[src/inc/cot_pkg.sv]
package cot_pkg;

	// ------------------------------------------------------------
	// Register map
	// ------------------------------------------------------------
	localparam logic [7:0] REG_ADDR = 8'h37;
	localparam logic [15:0] RESET_VALUE = 16'h1240;
	// Bits that software may change; status and reserved bits are excluded
	localparam logic [15:0] WRITE_MASK = 16'h96FC;

	localparam int DISCHARGE_REG_EN_BIT = 15;
	localparam int DEGLITCH_SEL_BIT = 12;
	localparam int ADAPTER_STAT_BIT = 11;
	localparam int OVERCURRENT_EN_BIT = 10;
	localparam int OVERCURRENT_LIM_BIT = 9;
	localparam int HIGH_SIDE_BIT = 7;
	localparam int LOW_SIDE_BIT = 6;
	localparam int FAST_THRESH_BIT = 5;
	localparam int FAST_RESP_LSB = 3;
	localparam int BOOST_EN_BIT = 2;
	localparam int BOOST_STAT_BIT = 1;

	// ------------------------------------------------------------
	// Timing
	// ------------------------------------------------------------
	localparam int unsigned CLK_FREQ_HZ = 20000000;
	localparam int unsigned SHORT_DEG_MS = 150;
	// 1.3 s held in milliseconds
	localparam int unsigned LONG_DEG_MS = 1300;
	localparam int unsigned RESP_DEFAULT_US = 150;
	localparam int unsigned RESP_SLOW_US = 250;
	localparam int unsigned RESP_FAST_US = 50;

	localparam int unsigned SHORT_DEG_CYC = (SHORT_DEG_MS * (CLK_FREQ_HZ / 1000) + 0) / 1;
	localparam int unsigned LONG_DEG_CYC = LONG_DEG_MS * (CLK_FREQ_HZ / 1000);
	localparam int unsigned RESP_DEFAULT_CYC = RESP_DEFAULT_US * (CLK_FREQ_HZ / 1000000);
	localparam int unsigned RESP_SLOW_CYC = RESP_SLOW_US * (CLK_FREQ_HZ / 1000000);
	localparam int unsigned RESP_FAST_CYC = RESP_FAST_US * (CLK_FREQ_HZ / 1000000);

	localparam logic [1:0] RESP_CODE_DEFAULT = 2'h0;
	localparam logic [1:0] RESP_CODE_SLOW = 2'h1;

endpackage : cot_pkg

[src/rtl/cot_rise_deglitch.sv]
`timescale 1ns/100ps

module cot_rise_deglitch #(
	parameter int unsigned CNT_W = 25
) (
	input wire logic ref_clk,
	input wire logic rst_b,
	input wire logic level,
	input wire logic [CNT_W-1:0] limit,
	output logic qualified
);

	logic [CNT_W-1:0] count;
	logic [CNT_W-1:0] next_count;
	logic next_qualified;

	// ------------------------------------------------------------
	// Rising edge is delayed, falling edge passes at once
	// ------------------------------------------------------------
	always_comb begin
		next_count = count;
		next_qualified = qualified;
		if (!level) begin
			next_count = '0;
			next_qualified = 1'h0;
		end else if (!qualified) begin
			if (count >= limit - 1'h1) begin
				next_qualified = 1'h1;
			end else begin
				next_count = count + 1'h1;
			end
		end
	end

	always_ff @(posedge ref_clk or negedge rst_b) begin
		if (!rst_b) begin
			count <= '0;
			qualified <= 1'h0;
		end else begin
			count <= next_count;
			qualified <= next_qualified;
		end
	end

endmodule : cot_rise_deglitch

[src/rtl/cot_charge_option3.sv]
`timescale 1ns/100ps

module cot_charge_option3 #(
	parameter int unsigned CNT_W = 25,
	parameter int unsigned SHORT_DEG_CYC = cot_pkg::SHORT_DEG_CYC,
	parameter int unsigned LONG_DEG_CYC = cot_pkg::LONG_DEG_CYC,
	parameter int unsigned RESP_DEFAULT_CYC = cot_pkg::RESP_DEFAULT_CYC,
	parameter int unsigned RESP_SLOW_CYC = cot_pkg::RESP_SLOW_CYC,
	parameter int unsigned RESP_FAST_CYC = cot_pkg::RESP_FAST_CYC
) (
	input wire logic ref_clk,
	input wire logic rst_b,
	input wire logic regWrite,
	input wire logic regRead,
	input wire logic [7:0] regAddr,
	input wire logic [15:0] regWdata,
	output logic [15:0] regRdata,
	input wire logic adapterDetectInput,
	input wire logic fastLimitTrip,
	input wire logic batteryPresentN,
	output logic adapterPresentPin,
	output logic inputPowerFetOn,
	output logic reverseBlockFetOn,
	output logic dischargeRegEnable,
	output logic inputOvercurrentEnable,
	output logic inputOvercurrentLimitSel,
	output logic highSideShortEnable,
	output logic lowSideShortEnable,
	output logic fastLimitThresholdSel,
	output logic boostEnable,
	output logic boostActive
);

	logic [15:0] ctrl;
	logic [15:0] next_ctrl;
	logic [15:0] next_regRdata;
	logic [15:0] readValue;
	logic firstDone;
	logic next_firstDone;
	logic batPrev;
	logic next_batPrev;
	logic batRemoved;
	logic addrHit;
	logic [CNT_W-1:0] adapterLimit;
	logic [CNT_W-1:0] respLimit;

	function automatic logic [CNT_W-1:0] resp_cycles(input logic [1:0] code);
		if (code == cot_pkg::RESP_CODE_DEFAULT) begin
			resp_cycles = CNT_W'(RESP_DEFAULT_CYC);
		end else if (code == cot_pkg::RESP_CODE_SLOW) begin
			resp_cycles = CNT_W'(RESP_SLOW_CYC);
		end else begin
			resp_cycles = CNT_W'(RESP_FAST_CYC);
		end
	endfunction : resp_cycles

	// ------------------------------------------------------------
	// Register file
	// ------------------------------------------------------------
	assign addrHit = (regAddr == cot_pkg::REG_ADDR);
	// Removal acts on the first edge that samples the pin high
	assign batRemoved = batteryPresentN && !batPrev;

	always_comb begin
		next_ctrl = ctrl;
		if (regWrite && addrHit) begin
			next_ctrl = regWdata & cot_pkg::WRITE_MASK;
		end
		// Removal wins over a simultaneous software set: boost on no battery is unsafe
		if (batRemoved) begin
			next_ctrl[cot_pkg::BOOST_EN_BIT] = 1'h0;
		end
	end

	always_comb begin
		readValue = ctrl & cot_pkg::WRITE_MASK;
		readValue[cot_pkg::ADAPTER_STAT_BIT] = adapterPresentPin;
		readValue[cot_pkg::BOOST_STAT_BIT] = boostActive;
		next_regRdata = (regRead && addrHit) ? readValue : 16'h0000;
	end

	always_comb begin
		next_firstDone = firstDone | adapterPresentPin;
		next_batPrev = batteryPresentN;
	end

	always_ff @(posedge ref_clk or negedge rst_b) begin
		if (!rst_b) begin
			ctrl <= cot_pkg::RESET_VALUE;
			regRdata <= 16'h0000;
			firstDone <= 1'h0;
			batPrev <= 1'h0;
		end else begin
			ctrl <= next_ctrl;
			regRdata <= next_regRdata;
			firstDone <= next_firstDone;
			batPrev <= next_batPrev;
		end
	end

	// ------------------------------------------------------------
	// Control outputs
	// ------------------------------------------------------------
	assign dischargeRegEnable = ctrl[cot_pkg::DISCHARGE_REG_EN_BIT];
	assign inputOvercurrentEnable = ctrl[cot_pkg::OVERCURRENT_EN_BIT];
	assign inputOvercurrentLimitSel = ctrl[cot_pkg::OVERCURRENT_LIM_BIT];
	assign highSideShortEnable = ctrl[cot_pkg::HIGH_SIDE_BIT];
	assign lowSideShortEnable = ctrl[cot_pkg::LOW_SIDE_BIT];
	assign fastLimitThresholdSel = ctrl[cot_pkg::FAST_THRESH_BIT];
	assign boostEnable = ctrl[cot_pkg::BOOST_EN_BIT];

	// ------------------------------------------------------------
	// Adapter present deglitch
	// ------------------------------------------------------------
	always_comb begin
		if (!firstDone || !ctrl[cot_pkg::DEGLITCH_SEL_BIT]) begin
			adapterLimit = CNT_W'(SHORT_DEG_CYC);
		end else begin
			adapterLimit = CNT_W'(LONG_DEG_CYC);
		end
	end

	cot_rise_deglitch #(
		.CNT_W(CNT_W)
	) adapterDeglitch (
		.ref_clk(ref_clk),
		.rst_b(rst_b),
		.level(adapterDetectInput),
		.limit(adapterLimit),
		.qualified(adapterPresentPin)
	);

	// FETs follow the deglitched pin, so a short re-arms the full deglitch
	assign inputPowerFetOn = adapterPresentPin;
	assign reverseBlockFetOn = adapterPresentPin;

	// ------------------------------------------------------------
	// Boost entry timing
	// ------------------------------------------------------------
	assign respLimit = resp_cycles(ctrl[cot_pkg::FAST_RESP_LSB +: 2]);

	cot_rise_deglitch #(
		.CNT_W(CNT_W)
	) boostDeglitch (
		.ref_clk(ref_clk),
		.rst_b(rst_b),
		.level(boostEnable && fastLimitTrip),
		.limit(respLimit),
		.qualified(boostActive)
	);
endmodule : cot_charge_option3

[config.mk]
export PLATFORM = sky130hd
export DESIGN_NAME = cot_charge_option3
export DESIGN_NICKNAME = d
export VERILOG_FILES = /design/src/inc/cot_pkg.sv /design/src/rtl/cot_rise_deglitch.sv /design/src/rtl/cot_charge_option3.sv
export SDC_FILE = /design/constraint.sdc
export NUM_CORES = 1
export LEC_CHECK = 0
export BUFFER_PORTS_ARGS = -buffer_cell sky130_fd_sc_hd__buf_2
export CORE_UTILIZATION = 40
export DETAILED_ROUTE_END_ITERATION = 10
export GPL_TIMING_DRIVEN = 0
export PLACE_DENSITY_LB_ADDON = 0.1
export SYNTH_ARGS = -nofsm -noshare
export SYNTH_HDL_FRONTEND = slang
export SYNTH_SLANG_ARGS = --single-unit
export TNS_END_PERCENT = 50
[constraint.sdc]
create_clock -name ref_clk -period 2.2 [get_ports ref_clk]
set_input_delay 0.33 -clock ref_clk [delete_from_list [all_inputs] [get_ports ref_clk]]
set_output_delay 0.33 -clock ref_clk [all_outputs]
set_load 0.05 [all_outputs]
Word level (Yosys, flattened, before mapping)
Index checks and enable logic that the tools add are counted.
{"block": "op_classes", "muxes": 18, "n_addsub": 4, "magnitude_cmp": 2, "eq_ne": 6, "n_reduce_logical": 12, "n_bitwise": 1}
{"cell": "$mux 25", "count": 8}
{"cell": "$add 25x1->25 const B", "count": 2}
{"cell": "$ge 25x25->1", "count": 2}
{"cell": "$sub 25x1->25 const B", "count": 2}
{"cell": "$mux 16", "count": 1}
{"cell": "$mux 13", "count": 1}
{"cell": "$eq 8x6->1 const B", "count": 1}
{"cell": "$ne 2x2->1 const B", "count": 4}
{"cell": "$mux 1", "count": 7}
{"cell": "$logic_and 1x1->1", "count": 4}
{"cell": "$reduce_and 2->1", "count": 2}
{"cell": "$logic_not 1->1", "count": 3}
{"cell": "$mux 3", "count": 1}
{"cell": "$eq 2x1->1 const B", "count": 1}
{"cell": "$logic_not 2->1", "count": 1}
{"cell": "$reduce_bool 2->1", "count": 1}
{"cell": "$logic_or 1x1->1", "count": 1}
{"cell": "$or 1x1->1", "count": 1}
{"block": "totals", "input_bits": 31, "word_cells": 52, "register_bits": 80}

Depth between registers and ports, before layout
{"block": "logic_depth", "ltp_word": 8, "ltp_mapped": 10}

Cells and area by module
Synthesis repeated with hierarchy kept, for this count alone.
{"block": "hier_totals", "hier_cells": 644, "area_unflattened_um2": 5825.6}
{"mod": "cot_rise_deglitch at boostDeglitch", "area_per_inst_um2": 2439.8, "cells_each": 289, "n_inst": 1, "seq_area_each_um2": 650.6}
{"mod": "cot_rise_deglitch at adapterDeglitch", "area_per_inst_um2": 2422.3, "cells_each": 285, "n_inst": 1, "seq_area_each_um2": 650.6}
{"mod": "cot_charge_option3", "area_per_inst_um2": 963.4, "cells_each": 70, "n_inst": 1, "seq_area_each_um2": 604.3}

Least setup slack after synthesis
OpenSTA, ideal clock, no wires.
{"block": "synth_timing", "path_type": "flip-flop to flip-flop", "from": "reg ctrl[12]", "to": "reg adapterDeglitch.count[3]", "synth_period_minus_slack_ns": 2.491, "arrival_ns": 2.368, "setup_slack_ns": -0.291, "path_buffers": 1, "stages_incl_launch_ff": 11, "cell_sequence": "dfstp_2 and2_1 inv_2 ha_1 nand3_1 o21ai_0 o2111ai_1 a31oi_1 clkbuf_1 and3b_1 mux2i_1"}
{"block": "synth_between", "elab_chain_cells": 7}
{"item": "start, declared", "line_no": "cot_charge_option3.sv:34", "text": "logic [15:0] ctrl;"}
{"item": "start signal, assigned", "line_no": "cot_charge_option3.sv:89", "text": "ctrl <= cot_pkg::RESET_VALUE;"}
{"item": "start signal, assigned", "line_no": "cot_charge_option3.sv:94", "text": "ctrl <= next_ctrl;"}
{"item": "$logic_not 1->1", "line_no": "cot_charge_option3.sv:116", "text": "if (!firstDone || !ctrl[cot_pkg::DEGLITCH_SEL_BIT]) begin"}
{"item": "$logic_or 1x1->1", "line_no": "cot_charge_option3.sv:116"}
{"item": "$mux 25", "line_no": "cot_charge_option3.sv:116"}
{"item": "$sub 25x1->25", "line_no": "cot_rise_deglitch.sv:27", "text": "if (count >= limit - 1'h1) begin"}
{"item": "$ge 25x25->1", "line_no": "cot_rise_deglitch.sv:27"}
{"item": "$ne 2x2->1 (no line)"}
{"item": "$reduce_and 2->1 (no line)"}
{"item": "end signal, assigned", "line_no": "cot_rise_deglitch.sv:40", "text": "count <= next_count;"}
{"item": "end, declared", "line_no": "cot_rise_deglitch.sv:13", "text": "logic [CNT_W-1:0] count;"}
No other way between the ends.
A chain may end at the register's enable or synchronous reset.

Final worst setup path
{"block": "layout_timing", "from": "reg ctrl[12]", "to": "reg adapterDeglitch.count[12]"}
Same word-level chain as after synthesis.

==> impl_metrics.json <==
{
  "path_class": "flip-flop to flip-flop",
  "io_buffers": 47,
  "grt_usage_pct": 19.07,
  "wl_met3_um": 238,
  "synthMuxAreaShare_pct": 4.673,
  "worstSetupEndpointType": "flip-flop",
  "synth_adder_area_share_pct": 4.480,
  "max_freq_mhz": 403.1,
  "arrival_ns": 2.76,
  "clkTransAtPathRegs_ns": 0.09,
  "synth.avg_cell_area_um2": 10.22,
  "fin_skew_ns": 0.01047,
  "cts_inserted_buffers": 9,
  "ys_types": 52,
  "ir_worst_vdd_v": 0.0003546,
  "die_area_mm2": 0.01010,
  "root_buffer": "clkbuf_8",
  "drt_first_pass_iters": 4,
  "final_common_cell": "dfrtp_1",
  "pre_cts_ws_ns": -0.5534,
  "cp_slowest_stage_delay_ns": 0.55,
  "crit_slowest_cell": "dfstp_2",
  "power.density_mw_per_mm2": 549.1,
  "cts_buffer_depth": 2,
  "seq_area_mm2": 0.001907,
  "placed_cells": 560,
  "crit_fanout": 11,
  "synth_compound_area_share_pct": 8.766,
  "dieHeight_um": 100.5,
  "worstMarginPinSlew_ns": 0.5610,
  "cts_tree": "built",
  "viasPerCell": 5.159,
  "antenna_found_initial": 0,
  "drt_iter0_markers": 127,
  "cp-start-kind": "flip-flop",
  "final_cell_mix": "dfrtp_1 (72), buf_2 (46), and3_1 (34), nand2_1 (28), nor2_1 (18)",
  "core_area_mm2": 0.009328,
  "synth.cell_area_mm2": 0.003882,
  "violations": "negative setup slack",
  "yosysSeqAreaShare_pct": 49.08,
  "wl_mm": 8.926,
  "fin_ws_ns": -0.2809,
  "drc": 0,
  "relSlewSlack_pct": 62.26,
  "insertion_delay_ns": 0.35,
  "maxCapViolations": 0,
  "clock-sinks": 76,
  "diodes": 0,
  "io_pins": 58,
  "layout-drive-gt1-share_pct": 32.03,
  "crit_family": "simple AND/OR/NAND/NOR gates",
  "hold_violations": 0,
  "wl_met1_mm": 4.461,
  "grt_pass1_vias": 2992,
  "antenna_left": 0,
  "whs_ns": 0.1099,
  "crit_chain": "and2_4 > inv_8 > ha_4 > a21oi_4 > nor2b_4 > a2111oi_4 > buf_4 > nand4_1 > or3_1 > a21boi_1",
  "grt_max_degree": 42,
  "synth_ff_type": "dfrtp_1",
  "grt_pass1_wl_mm": 14.90,
  "htree_levels": 3,
  "synth_xor_area_share_pct": 4.286,
  "fin_crit_sh_pct": 112.8,
  "synth_edf_count": 0,
  "syn_inst": 380,
  "area_growth_pct": 27.91,
  "rsz0062_at_grt": "yes",
  "fin_cells": 591,
  "vias": 3049,
  "routed.top_layer": "met4",
  "final.min_clock_period_ns": 2.481,
  "total_power_mw": 2.727,
  "synth_simple_gate_area_share_pct": 25.10,
  "critical_path_required_ns": 2.48,
  "ys_warn_count": 0,
  "placementRows": 35,
  "wl_per_cell_um": 15.10,
  "grt-ovfl-total": 0,
  "initial_core_util_pct": 41.62,
  "crit_buf_inv": 2,
  "drv_slew": 0,
  "met2_length_mm": 4.087,
  "finalSetupViolCount": 26,
  "dp_hpwl_mm": 5.905,
  "nNetsFinal": 501,
  "ys_ff_latch": 76,
  "fillCellCount": 855,
  "die_w_um": 100.5,
  "hp-class": "primary input to flip-flop",
  "multi_input_area_mm2": 0.002126,
  "status": "finished, violations left",
  "synth_top_family_by_area": "simple AND/OR/NAND/NOR gates",
  "p_leak_nw": 2.316,
  "gp_congestion": 0.7857,
  "postSynth.asyncResetShare_pct": 100.0
}
==> power breakdown <==
group | internal, mW | switching (mW)
sequential | 1.41 | 0.0149
combinational | 0.0716 | 0.118
clock | 0.537 | 0.572
==> registers in the layout (all words and copies together) (netlist names) <==
register and cells:
ctrl 10, adapterDeglitch.qualified 1, boostDeglitch.count 25, regRdata 12, batPrev 1, adapterDeglitch.count 25
boostDeglitch.qualified 1, firstDone 1
==> worst paths after layout <==
path / startpoint / endpoint / slack, ns / cells after the start
max: ctrl[12] / adapterDeglitch.count[12] / -0.28 / 10
min: batteryPresentN / batPrev / 0.11 / 1
max reg2reg: ctrl[12] / adapterDeglitch.count[12] / -0.28 / 10
min reg2reg: batPrev / ctrl[2] / 0.49 / 2
max in group asynchronous: rst_b / adapterDeglitch.count[11] / 1.16 / 3
min in group asynchronous: rst_b / regRdata[10] / 0.47 / 2
==> layout make-up <==
class / count / share of cell area [%]
Clock inverter: 6 / 1.461
Clock buffer: 10 / 2.570
Buffer: 20 / 2.646
Timing Repair Buffer: 63 / 8.113
Tap cell: 129 / 3.250
Inverter: 8 / 0.7559
Multi-Input combinational cell: 279 / 42.81
Sequential cell: 76 / 38.40
==> per-layer routing <==
| metal | vias up | global-route usage (%) |
|---|---|---|
| met4 | 0 | 7.135 |
| met3 | 11 | 3.190 |
| met1 | 1483 | 27.15 |
| li1 | 1502 | - |
| met5 | - | 0 |
| met2 | 53 | 29.24 |
==> synthesized netlist by cell type, types with 2 or more instances <==
cell type  instances  area [µm²]
nor4_1             6       37.54
inv_1              7       26.28
dfstp_2            3       78.83
clkbuf_1          12       45.04
mux2i_1            8       80.08
nand3_1           21       105.1
nor2_1            20       75.07
ha_1              13       162.7
a21oi_1            9       45.04
a21boi_1           4       30.03
nand2b_1           5       31.28
and2_1            12       75.07
nor2b_1            5       31.28
o21ai_0           14       70.07
a21boi_0           8       60.06
or3_1             11       68.82
o31ai_1            2       15.01
and3_1            34       212.7
mux2_2             9       101.4
dfrtp_1           73        1827
nor3_1             4       20.02
xnor2_1           11       96.34
xor2_1             8       70.07
nand4_1           14       87.58
nand2_1           30       112.6
o2111ai_1          2       17.52
buf_4              6       45.04
or2_2              2       12.51
a211oi_1           2       15.01
and4_1             3       26.28
==> timing repair <==
action,4_1_cts,5_1_grt
resized for setup,33,31
hold endpoints to repair,32,0
pin swaps,10,10
hold buffers,1,0
setup endpoints to repair,38,41
buffers inserted,9,4
cloned,1,0
==> worst register-to-register path: stages, from the launching register on <==
cell       delay (ns)
dfstp_2          0.55
and2_4           0.17
inv_8            0.07
ha_4             0.24
a21oi_4          0.15
nor2b_4          0.07
a2111oi_4        0.39
buf_4            0.20
nand4_1          0.10
or3_1            0.33
a21boi_1         0.14
==> stage by stage <==
stage / cell area (µm²) / TNS (ns) / util [%]
2_1_floorplan: 3961 / -0.8039 / -
3_3_place_gp: 4358 / -12.96 / 46.72
3_5_place_dp: 4380 / -13.26 / 46.96
4_1_cts: 4817 / -4.982 / 51.64
5_1_grt: 4966 / -8.304 / 53.24
6_report: 4966 / -5.057 / 53.24
==> kinds of logic (layout without fill, tap and decap cells) <==
| kind of cell | Yosys count | after routing |
|---|---|---|
| adders and majority gates | 14 | 14 |
| and+or+nand+nor | 176 | 176 |
| AOI/OAI and AO/OA | 49 | 49 |
| buffers and inverters | 28 | 107 |
| other | 1 | 4 |
| muxes | 17 | 17 |
| DFF | 76 | 76 |
| xor gates and xnor gates | 19 | 19 |
Note: power is estimated with default switching activity, not from simulation.
